--- config.mk ---
export PLATFORM = sky130hd
export DESIGN_NAME = mac_stats
export DESIGN_NICKNAME = d
export VERILOG_FILES = /design/src/mac_stats_pkg.sv /design/src/mac_stats.sv
export VERILOG_INCLUDE_DIRS = /design/src /design/src/src
export SDC_FILE = /design/constraint.sdc
export NUM_CORES = 2
export LEC_CHECK = 0
export ABC_CLOCK_PERIOD_IN_PS = 8860
export BUFFER_PORTS_ARGS = -buffer_cell sky130_fd_sc_hd__buf_2
export CAP_MARGIN = 20
export CORE_MARGIN = 8
export CORE_UTILIZATION = 45
export DETAILED_ROUTE_END_ITERATION = 16
export SLEW_MARGIN = 15
export SYNTH_ARGS = -nofsm -noshare
export SYNTH_HDL_FRONTEND = slang
export SYNTH_SLANG_ARGS = --single-unit
--- constraint.sdc ---
create_clock -name sys_clk_in -period 8.86 [get_ports sys_clk_in]
set_clock_uncertainty 0.2 [all_clocks]
set_input_delay 0.886 -clock sys_clk_in [delete_from_list [all_inputs] [get_ports sys_clk_in]]
set_output_delay 0.886 -clock sys_clk_in [all_outputs]
set_load 0.01 [all_outputs]
--- src/mac_stats_map.svh ---
// register map, field positions, reset values and size limits of the statistics bank
`ifndef MAC_STATS_MAP_SVH
`define MAC_STATS_MAP_SVH
// counter indices; byte address = {index, hi_word, 2'b00}
`define IX_RX_TOTAL     6'h00
`define IX_RX_GOOD      6'h01
`define IX_RX_BAD       6'h02
`define IX_TX_TOTAL     6'h03
`define IX_TX_GOOD      6'h04
`define IX_RX_FLOW      6'h05
`define IX_RX_BADOP     6'h06
`define IX_RX_SINGLE    6'h07
`define IX_RX_GROUP     6'h08
`define IX_RX_ALL       6'h09
`define IX_TX_FLOW      6'h0A
`define IX_TX_SINGLE    6'h0B
`define IX_TX_GROUP     6'h0C
`define IX_TX_ALL       6'h0D
`define IX_RX_SYMBOL    6'h0E
`define IX_RX_CHECKSUM  6'h0F
`define IX_RX_SHORT_OK  6'h10
`define IX_RX_SHORT_BAD 6'h11
`define IX_RX_LEN_MIS   6'h12
`define IX_RX_LEN_ILL   6'h13
`define IX_RX_LONG_OK   6'h14
`define IX_RX_LONG_BAD  6'h15
`define IX_RX_PROTO     6'h16
`define IX_RX_HIST0     6'h17
`define IX_TX_HIST0     6'h1E
`define NUM_COUNTERS    37
`define IX_MAX_FRAME_LENGTH      6'h25
// reset values
`define RST_COUNT       40'h00_0000_0000
`define RST_MAX_FRAME_LENGTH     14'h05EE
// size limits
`define SHORT_LIMIT     14'h0040
`define BIN1_TOP        14'h007F
`define BIN2_TOP        14'h00FF
`define BIN3_TOP        14'h01FF
`define BIN4_TOP        14'h03FF
`define BIN5_TOP        14'h05EE
`define NO_BIN          3'h7
`define NARROW_MASK     40'h00_FFFF_FFFF
`endif

--- src/mac_stats_pkg.sv ---
// shared types of the statistics bank
package mac_stats_pkg;
    typedef logic [13:0] frame_len_t;  // frame length in bytes
    typedef logic [39:0] count_t;      // widest counter
    typedef logic [5:0]  cnt_idx_t;    // counter index
endpackage : mac_stats_pkg

--- src/mac_stats.sv ---
// statistics counter bank with size histograms and register port
//
// Chosen here: the address map and strobed register access.
`timescale 1ns/10ps
`include "mac_stats_map.svh"
module mac_stats (
    input  wire logic                       sys_clk_in,
    input  wire logic                       reset_n_in,
    input  wire logic [8:0]                 reg_addr_in,
    input  wire logic [31:0]                reg_wdata_in,
    input  wire logic                       reg_wr_in,
    input  wire logic                       reg_rd_in,
    output logic      [31:0]                reg_rdata_out,
    input  wire logic [3:0]                 rx_byte_num_in,
    input  wire logic                       rx_symbol_err_in,
    input  wire logic                       rx_proto_err_in,
    input  wire logic                       rx_frame_done_in,
    input  wire mac_stats_pkg::frame_len_t  rx_frame_len_in,
    input  wire logic                       rx_fcs_ok_in,
    input  wire logic                       rx_is_pause_in,
    input  wire logic                       rx_is_bad_opcode_in,
    input  wire logic                       rx_is_single_in,
    input  wire logic                       rx_is_group_in,
    input  wire logic                       rx_is_all_in,
    input  wire logic                       rx_len_mismatch_in,
    input  wire logic                       rx_len_illegal_in,
    input  wire logic [3:0]                 tx_byte_num_in,
    input  wire logic                       tx_frame_done_in,
    input  wire mac_stats_pkg::frame_len_t  tx_frame_len_in,
    input  wire logic                       tx_sent_ok_in,
    input  wire logic                       tx_is_pause_in,
    input  wire logic                       tx_is_single_in,
    input  wire logic                       tx_is_group_in,
    input  wire logic                       tx_is_all_in,
    output logic                            rx_abort_mark_out,
    output logic                            rx_pause_act_out
);
    localparam int N = `NUM_COUNTERS;

    mac_stats_pkg::count_t     cnt_r [N];      // counter bank
    mac_stats_pkg::frame_len_t add   [N];      // per-cycle increments
    logic [N-1:0]              clr;            // software zero write
    mac_stats_pkg::frame_len_t max_frame_length_r; // long-frame limit
    logic [7:0]                hi_snap_r;      // upper byte latched on low read
    mac_stats_pkg::cnt_idx_t   reg_idx;        // addressed register
    logic                      reg_hi;         // upper word select
    logic                      rx_short;       // under 64 bytes
    logic                      rx_long;        // over the limit
    logic                      rx_valid;       // frame counts as good
    logic [2:0]                rx_bin;         // receive size bin
    logic [2:0]                tx_bin;         // transmit size bin

    // true for the four 40-bit byte counters
    function automatic logic is_wide(input mac_stats_pkg::cnt_idx_t ix);
        return (ix == `IX_RX_TOTAL) || (ix == `IX_RX_GOOD) ||
               (ix == `IX_TX_TOTAL) || (ix == `IX_TX_GOOD);
    endfunction : is_wide

    // size bin of a frame, or none when short or long
    function automatic logic [2:0] bin_of(input mac_stats_pkg::frame_len_t len,
                                          input mac_stats_pkg::frame_len_t maxl);
        if (len < `SHORT_LIMIT || len > maxl) begin
            return `NO_BIN;
        end else if (len == `SHORT_LIMIT) begin
            return 3'h0;
        end else if (len <= `BIN1_TOP) begin
            return 3'h1;
        end else if (len <= `BIN2_TOP) begin
            return 3'h2;
        end else if (len <= `BIN3_TOP) begin
            return 3'h3;
        end else if (len <= `BIN4_TOP) begin
            return 3'h4;
        end else if (len <= `BIN5_TOP) begin
            return 3'h5;
        end else begin
            return 3'h6;
        end
    endfunction : bin_of

    assign reg_idx = reg_addr_in[8:3];
    assign reg_hi  = reg_addr_in[2];

    // receive frame classification, plus the transmit size bin
    always_comb begin
        rx_short = rx_frame_len_in < `SHORT_LIMIT;
        rx_long  = rx_frame_len_in > max_frame_length_r;
        rx_valid = rx_fcs_ok_in && !rx_short && !rx_long;
        rx_bin   = bin_of(rx_frame_len_in, max_frame_length_r);
        tx_bin   = bin_of(tx_frame_len_in, max_frame_length_r);
    end

    // increments; frame events only land on the end-of-frame strobe
    always_comb begin
        for (int i = 0; i < N; i++) begin
            add[i] = 14'h0000;
        end
        add[`IX_RX_TOTAL] = 14'(rx_byte_num_in);
        add[`IX_TX_TOTAL] = 14'(tx_byte_num_in);
        add[`IX_RX_SYMBOL] = 14'(rx_symbol_err_in);
        add[`IX_RX_PROTO]  = 14'(rx_proto_err_in);
        if (rx_frame_done_in) begin
            if (rx_valid) begin
                add[`IX_RX_GOOD] = rx_frame_len_in;
            end else begin
                add[`IX_RX_BAD] = rx_frame_len_in;
            end
            add[`IX_RX_FLOW]   = 14'(rx_is_pause_in);
            add[`IX_RX_BADOP]  = 14'(rx_is_bad_opcode_in);
            add[`IX_RX_SINGLE] = 14'(rx_is_single_in);
            add[`IX_RX_GROUP]  = 14'(rx_is_group_in);
            add[`IX_RX_ALL]    = 14'(rx_is_all_in);
            add[`IX_RX_CHECKSUM] = 14'(!rx_fcs_ok_in);
            add[`IX_RX_SHORT_OK]  = 14'(rx_short && rx_fcs_ok_in);
            add[`IX_RX_SHORT_BAD] = 14'(rx_short && !rx_fcs_ok_in);
            add[`IX_RX_LEN_MIS] = 14'(rx_len_mismatch_in);
            add[`IX_RX_LEN_ILL] = 14'(rx_len_illegal_in);
            add[`IX_RX_LONG_OK]  = 14'(rx_long && rx_fcs_ok_in);
            add[`IX_RX_LONG_BAD] = 14'(rx_long && !rx_fcs_ok_in);
            if (rx_bin != `NO_BIN) begin
                add[`IX_RX_HIST0 + 6'(rx_bin)] = 14'h0001;
            end
        end
        if (tx_frame_done_in) begin
            if (tx_sent_ok_in) begin
                add[`IX_TX_GOOD] = tx_frame_len_in;
            end
            add[`IX_TX_FLOW]   = 14'(tx_is_pause_in);
            add[`IX_TX_SINGLE] = 14'(tx_is_single_in);
            add[`IX_TX_GROUP]  = 14'(tx_is_group_in);
            add[`IX_TX_ALL]    = 14'(tx_is_all_in);
            if (tx_bin != `NO_BIN) begin
                add[`IX_TX_HIST0 + 6'(tx_bin)] = 14'h0001;
            end
        end
    end

    // zero write to either word clears the whole counter
    always_comb begin
        for (int i = 0; i < N; i++) begin
            clr[i] = reg_wr_in && (reg_idx == 6'(i)) && (reg_wdata_in == 32'h0000_0000);
        end
    end

    // counter bank; a clear in the event cycle keeps that event
    always_ff @(posedge sys_clk_in or negedge reset_n_in) begin
        if (!reset_n_in) begin
            for (int i = 0; i < N; i++) begin
                cnt_r[i] <= `RST_COUNT;
            end
        end else begin
            for (int i = 0; i < N; i++) begin
                if (clr[i]) begin
                    cnt_r[i] <= 40'(add[i]);
                end else if (is_wide(6'(i))) begin
                    cnt_r[i] <= cnt_r[i] + 40'(add[i]);
                end else begin
                    // narrow counters wrap at 32 bits, upper byte stays zero
                    cnt_r[i] <= (cnt_r[i] + 40'(add[i])) & `NARROW_MASK;
                end
            end
        end
    end

    // long-frame limit, software writable
    always_ff @(posedge sys_clk_in or negedge reset_n_in) begin
        if (!reset_n_in) begin
            max_frame_length_r <= `RST_MAX_FRAME_LENGTH;
        end else if (reg_wr_in && reg_idx == `IX_MAX_FRAME_LENGTH && !reg_hi) begin
            max_frame_length_r <= reg_wdata_in[13:0];
        end
    end

    // read port; upper word of a 40-bit count is taken at the low read
    // so a low-then-high pair is coherent even while counting
    always_ff @(posedge sys_clk_in or negedge reset_n_in) begin
        if (!reset_n_in) begin
            reg_rdata_out <= 32'h0000_0000;
            hi_snap_r     <= 8'h00;
        end else if (reg_rd_in) begin
            if (reg_idx == `IX_MAX_FRAME_LENGTH) begin
                reg_rdata_out <= reg_hi ? 32'h0000_0000 : 32'(max_frame_length_r);
            end else if (reg_idx < `IX_MAX_FRAME_LENGTH) begin
                if (reg_hi) begin
                    reg_rdata_out <= 32'(hi_snap_r);
                end else begin
                    reg_rdata_out <= cnt_r[reg_idx][31:0];
                    hi_snap_r     <= cnt_r[reg_idx][39:32];
                end
            end else begin
                reg_rdata_out <= 32'h0000_0000; // unmapped reads zero
            end
        end else begin
            reg_rdata_out <= 32'h0000_0000; // data valid one cycle only
        end
    end

    // abort mark and pause action, one cycle after frame end
    always_ff @(posedge sys_clk_in or negedge reset_n_in) begin
        if (!reset_n_in) begin
            rx_abort_mark_out <= 1'b0;
            rx_pause_act_out  <= 1'b0;
        end else begin
            rx_abort_mark_out <= rx_frame_done_in &&
                (!rx_fcs_ok_in || (rx_is_pause_in && rx_short));
            rx_pause_act_out  <= rx_frame_done_in && rx_is_pause_in &&
                rx_fcs_ok_in && !rx_short;
        end
    end
endmodule : mac_stats

# Word level (Yosys, flattened, before mapping)
# Index checks and enable logic that the tools add are counted.
# totals
out_inout_bits,34
register_bits,1272
input_bits,98
word_cells,325
# op_classes
addsub,39
n_eq_ne,41
order_cmp,20
n_bitwise,11
mux,73
n_reduce_logical,99
# ops
operator,count
2-to-1 mux 518 bit,4
2-to-1 mux 32 bit,37
adder 32 x 14 -> 32 bit,33
NOT 481 bit,2
bitwise AND 471 x 481 -> 481 bit,1
bitwise AND 481 bit,1
binary-select mux 40 bit (select 6 bit),1
2-to-1 mux 40 bit,6
demux 14 bit (select 6 bit),2
adder 40 x 14 -> 40 bit,4
2-to-1 mux 14 bit,9
== test 6 x 5 -> 1 bit (second input constant),16
logical AND 1 bit,89
OR 37 bit,2
== test 6 x 4 -> 1 bit (second input constant),8
== test 6 bit (second input constant),6
2-to-1 mux 3 bit,11
logical NOT 32 bit,1
== test 14 x 7 -> 1 bit (second input constant),2
greater-than comparator 14 bit,2
less-or-equal comparator 14 x 10 -> 1 bit (second input constant),2
less-or-equal comparator 14 x 11 -> 1 bit (second input constant),2
less-or-equal comparator 14 x 7 -> 1 bit (second input constant),2
less-or-equal comparator 14 x 8 -> 1 bit (second input constant),2
17 further kinds,38

# Logic depth before layout (Yosys ltp)
# depth
word_depth,25
mapped_depth,19
ltp_nobuf,18

# Worst setup path after synthesis
# Ideal clock, no wire load.
# synth_path
kind,input-to-reg
startpoint,input port rx_frame_len_in[4]
endpoint,register cnt_r[1384] (netlist name)
setup_ns,0.077
path_stages,17
t_arrival_ns,4.368
setup_slack_ns,4.214
t_required_ns,8.583
path_buffers,2
cell_sequence,ha_1 > a21oi_1 > a21boi_0 > o31ai_1 > a32oi_1 > nor3b_1 > nor2b_1 > and2_1 > ha_1 > clkbuf_1 > nand4_1 > nor2_1 > a21oi_1 > o311a_1 > clkbuf_1 > or3_1 > a21oi_1
# synth_between
elab_chain_len,23
elab_cells_between_ends,41
classes_between,add/sub: 2; order compare: 9; eq/ne: 2; mux: 16; bitwise: 6; reduce/logical: 6
# synth_lines
item,line,text
"start, declared",mac_stats.sv:18,"input wire mac_stats_pkg::frame_len_t rx_frame_len_in,"
less-or-equal comparator 14 x 11 -> 1 bit (no line),--,
2-to-1 mux 2 bit,mac_stats.sv:74,end else if (len <= `BIN5_TOP) begin
2-to-1 mux 3 bit,mac_stats.sv:72,end else if (len <= `BIN4_TOP) begin
2-to-1 mux 3 bit,mac_stats.sv:70,end else if (len <= `BIN3_TOP) begin
2-to-1 mux 3 bit,mac_stats.sv:68,end else if (len <= `BIN2_TOP) begin
2-to-1 mux 3 bit,mac_stats.sv:66,end else if (len <= `BIN1_TOP) begin
2-to-1 mux 3 bit,mac_stats.sv:64,end else if (len == `SHORT_LIMIT) begin
2-to-1 mux 3 bit,mac_stats.sv:62,if (len < `SHORT_LIMIT || len > maxl) begin
[7 not listed],--,
bitwise AND 471 x 481 -> 481 bit (no line),--,
2-to-1 mux 518 bit *,mac_stats.sv:120,if (rx_bin != `NO_BIN) begin
2-to-1 mux 518 bit *,mac_stats.sv:102,if (rx_frame_done_in) begin
bitwise AND 481 bit (no line),--,
2-to-1 mux 518 bit,mac_stats.sv:132,if (tx_bin != `NO_BIN) begin
2-to-1 mux 518 bit *,mac_stats.sv:124,if (tx_frame_done_in) begin
adder 32 x 14 -> 32 bit *,mac_stats.sv:159,cnt_r[i] <= (cnt_r[i] + 40'(add[i])) & `NARROW_MASK;
2-to-1 mux 32 bit *,mac_stats.sv:153,if (clr[i]) begin
"end signal, assigned by index",mac_stats.sv:154,cnt_r[i] <= 40'(add[i]);
"end signal, assigned by index",mac_stats.sv:156,cnt_r[i] <= cnt_r[i] + 40'(add[i]);
"end signal, assigned by index",mac_stats.sv:159,
"end, declared",mac_stats.sv:40,mac_stats_pkg::count_t cnt_r [N];
# Every way passes the cells marked *; elsewhere a longest branch is shown, timed or not. The select of a mux whose other input is x is not followed.
# A chain may end at the register's enable or synchronous reset.

# Final worst setup path
# layout_path
startpoint,register max_frame_length_r[10]
endpoint,register cnt_r[1381] (netlist name)
# layout_between
elab_chain_len,18
elab_cells_between_ends,38
classes_between,add/sub: 3; order compare: 6; eq/ne: 2; mux: 13; bitwise: 8; reduce/logical: 6
# layout_lines
item,line,text
"start, declared",mac_stats.sv:43,mac_stats_pkg::frame_len_t max_frame_length_r;
"start signal, assigned",mac_stats.sv:168,max_frame_length_r <= `RST_MAX_FRAME_LENGTH;
"start signal, assigned",mac_stats.sv:170,max_frame_length_r <= reg_wdata_in[13:0];
greater-than comparator 14 bit,"mac_stats.sv:62, mac_stats.sv:87",
logical OR 1 bit,mac_stats.sv:62,
2-to-1 mux 3 bit,mac_stats.sv:62,
adder 5 x 3 -> 6 bit (no line),--,
NOT 6 -> 7 bit,mac_stats.sv:121,add[`IX_RX_HIST0 + 6'(rx_bin)] = 14'h0001;
greater-or-equal comparator 7 bit / less-than comparator 7 x 1 -> 1 bit (equally long branches),mac_stats.sv:121,
logical AND 1 bit,mac_stats.sv:121,
2-to-1 mux 14 bit,mac_stats.sv:121,
[2 not listed],--,
bitwise AND 471 x 481 -> 481 bit (no line),--,
2-to-1 mux 518 bit,mac_stats.sv:120,
2-to-1 mux 518 bit,mac_stats.sv:102,
bitwise AND 481 bit (no line),--,
2-to-1 mux 518 bit,mac_stats.sv:132,
2-to-1 mux 518 bit *,mac_stats.sv:124,
adder 32 x 14 -> 32 bit *,mac_stats.sv:159,
2-to-1 mux 32 bit *,mac_stats.sv:153,
# Marked as above.

==> run metrics <==
pins over their slew limit 0; hold_buf cts 1; leakage 35.6 nW; initial core utilization 0.451; crit-path max FO 18; Synth Area in Adders 0.0261; post-synthesis register bit count 1272; TritonCTS clock tree built; final worst-path cycle share 0.636; Comb power frac 0.141; clk slew on worst S/H paths roughly 0.060 ns; post-synthesis mux area share 0.118; Rel. slew slack 0.212; setup TNS 0 ns; root buffer cell clkbuf_16; total CTS buffers 146; IO Port Bufs roughly 130; Synth Area in XOR/XNOR 0.126; Seq/Total Area, Yosys 0.442; Die Ht 416 um; mean post-synth cell area 10.1 sq um; placed cell areas 74900 sq um; Switching Power 4.24 mW; Pre-antenna DRT Iters 6; Synth Area in Compound Gates 0.0471; Post-synth EDFFs 0; Synth Flop Type dfrtp_1; switching part of the total 0.283; vias post-DR 54800; library cells used by synthesis 77; number of global-route vias before repair 52900; Power Total roughly 15 mW; dpl hpwl 161000 um; pin count of the biggest net entering global routing 160; RSZ-0062 raised after global routing no; gr usage total 0.247; Core Footprint 160000 sq um; htree depth 4; worst slew pin tran 1.18 ns; Post-CTS Setup Repair Bufs 0; clk sinks roughly 1300; Worst Path Required 9.38 ns; Resized Gates After CTS 0; DRT antenna net count 0; Reg2Reg Launch Point max_frame_length_r[10]$_DFFE_PN1P_; layout cell share with drive strength beyond 1 0.124; MaxCap Viol Count 0; Syn Inst Count 7138; Fill cells 14500; FF+latch area 31800 sq um; Clock power frac 0.407; Initial DRC Count ~4500; asr flop ratio synth 1.00; crit start category flop; hold_sp rx_byte_num_in[2]; Worst Setup End Kind flop; multi-input gate area in the final layout 38700 sq um; row count 147; DRT Wirelength 218000 um; post-route cell area 79800 sq um; syn nets around 7400; Achievable Freq ~0.18 GHz; commonest non-fill, non-tap cell in the layout nor2_1; DIE AREA roughly 170000 sq um; arrival time worst endpoint 6.15 ns; Int Pwr 10.8 mW; combinational family with the most area after synthesis simple AND/OR/NAND/NOR gates; IO Count between 100 and 150; die width 416 um; crit path kind reg2reg; Post-Synth Simple-Gate Area 0.218; final hold violation count 0; Hold Path Class in2reg; total grt overflow 0; initial antenna violation count 22; deepest clock path buffer count 3; launch point of the worst path max_frame_length_r[10]$_DFFE_PN1P_; most frequent cells in the layout 1294 x nor2_1, 1264 x dfrtp_1, 696 x xor2_1; Routed WL per cell 23.1 um; Seq pwr share 0.452; first-pass GRT wire length 332000 um; GP Congestion 0.942; Worst VDD drop 0.216 mV; Period minus WS final 5.63 ns; mapped cell area 72000 sq um; run status finished, final reports clean; Yosys Warn Count 0; Final #Nets about 7400; DRC viols 0; Clk Latency, worst-skew pair 0.80 ns; # setup viols final 0; P per Cell Area 188 nW/um^2; drt via density around 5.8; Area Growth Syn to Fin 10.8%
## synthesized netlist by cell type (5+ instances only)
| library cell | count | area share |
|---|---|---|
| a211oi_1 | 36 | 0.0038 |
| a21o_1 | 25 | 0.0026 |
| a21oi_1 | 166 | 0.012 |
| a22o_1 | 6 | 0.00073 |
| a22oi_1 | 54 | 0.0056 |
| a31oi_1 | 8 | 0.00069 |
| and2_1 | 78 | 0.0068 |
| and3_1 | 234 | 0.020 |
| and4_1 | 86 | 0.010 |
| buf_1 | 13 | 0.00068 |
| buf_2 | 87 | 0.0060 |
| buf_4 | 12 | 0.0013 |
| clkbuf_1 | 177 | 0.0092 |
| dfrtp_1 | 1264 | 0.44 |
| dfstp_2 | 8 | 0.0029 |
| fa_1 | 5 | 0.0014 |
| ha_1 | 142 | 0.025 |
| inv_1 | 92 | 0.0048 |
| mux2_2 | 54 | 0.0084 |
| mux2i_1 | 57 | 0.0079 |
| mux4_2 | 326 | 0.10 |
| nand2_1 | 511 | 0.027 |
| nand2b_1 | 18 | 0.0016 |
| nand3_1 | 455 | 0.032 |
| nand3b_1 | 5 | 0.00052 |
| nand4_1 | 212 | 0.018 |
| nor2_1 | 1330 | 0.069 |
| nor2b_1 | 72 | 0.0063 |
| nor3_1 | 101 | 0.0070 |
| nor3b_1 | 7 | 0.00073 |
| nor4_1 | 33 | 0.0029 |
| o2111ai_1 | 7 | 0.00085 |
| o211ai_1 | 10 | 0.0010 |
| o21a_1 | 14 | 0.0015 |
| o21ai_0 | 161 | 0.011 |
| o22ai_1 | 28 | 0.0024 |
| o31ai_1 | 6 | 0.00063 |
| or2_2 | 23 | 0.0020 |
| or3_1 | 105 | 0.0091 |
| or4_1 | 6 | 0.00063 |
| xnor2_1 | 343 | 0.042 |
| xor2_1 | 696 | 0.085 |
## metal layers
| metal | vias to the layer above | global-route usage | part of all wire |
|---|---|---|---|
| met2 | 1575 | 0.394 | 0.47 |
| li1 | 25100 | - | - |
| met1 | 27700 | 0.326 | 0.42 |
| met3 | 431 | 0.0340 | 0.051 |
| met4 | 0 | 0.138 | 0.063 |
| met5 | - | 0 | 0 |
## registers in the layout, indices dropped and copies added (netlist names)
signal / cells
cnt_r: 1216
hi_snap_r: 8
max_frame_length_r: 14
reg_rdata_out: 32
rx_abort_mark_out: 1
rx_pause_act_out: 1
## area by class of cell
cell class,count,area share
Multi-Input combinational cell,5481,0.485
Antenna cell,14,0.000439
Inverter,92,0.00433
Timing Repair Buffer,205,0.0180
Clock inverter,43,0.00590
Sequential cell,1272,0.399
Clock buffer,218,0.0544
Tap cell,2086,0.0327
## final timing paths
path	end	depth (start not counted)	slack [ns]
max	cnt_r[1381]$_DFF_PN0_	18	3.23
min	cnt_r[1442]$_DFF_PN0_	3	0.12
max reg2reg	cnt_r[1381]$_DFF_PN0_	18	3.23
min reg2reg	cnt_r[1071]$_DFF_PN0_	2	0.34
max in group asynchronous	cnt_r[1056]$_DFF_PN0_	4	5.86
min in group asynchronous	cnt_r[1384]$_DFF_PN0_	2	0.49
## worst max-delay path: stages (launching register included)
cell      delay, ns
dfstp_2        0.55
inv_1          0.11
ha_1           0.29
nand4_1        0.12
nor3_1         0.28
o31ai_1        0.12
a32oi_1        0.53
nor3b_2        0.10
buf_4          0.22
nor2b_1        0.46
and2_1         0.21
ha_1           0.27
o21ai_0        0.23
o21bai_1       0.16
a31oi_1        0.35
o21ai_1        0.16
a31oi_2        0.81
o21ai_0        0.21
a21oi_1        0.15
## through the flow
| step | hold slack, ns | setup slack, ns | std cells | util |
|---|---|---|---|---|
| 2_1_floorplan | 0.272 | 4.21 | 7138 | - |
| 3_3_place_gp | 0.309 | 2.89 | 9132 | 0.468 |
| 3_5_place_dp | 0.320 | 2.86 | 9132 | 0.468 |
| 4_1_cts | 0.0698 | 3.32 | 9394 | 0.499 |
| 5_1_grt | 0.114 | 2.81 | 9408 | 0.499 |
| 6_report | 0.122 | 3.23 | 9411 | 0.499 |
## power by group through the flow
stage	Combinational [mW]	Sequential, mW	Clock [mW]
6_report	2.11	6.78	6.11
5_1_grt	2.33	6.82	6.46
4_1_cts	2.11	6.77	6.23
3_5_place_dp	2.10	6.87	0
3_3_place_gp	2.05	6.86	0
2_1_floorplan	1.51	6.64	0
## logic make-up (layout without fill, tap and decap cells)
group,Yosys count,count (layout)
adder cells (fa/ha/maj),147,147
other,0,14
buffers and inverters,385,558
AO/OA/AOI/OAI,556,556
XOR/XNOR,1039,1039
AND/OR/NAND/NOR,3302,3302
multiplexers,437,437
flip-flops,1272,1272
No activity file was read; power rests on OpenSTA's default activity.
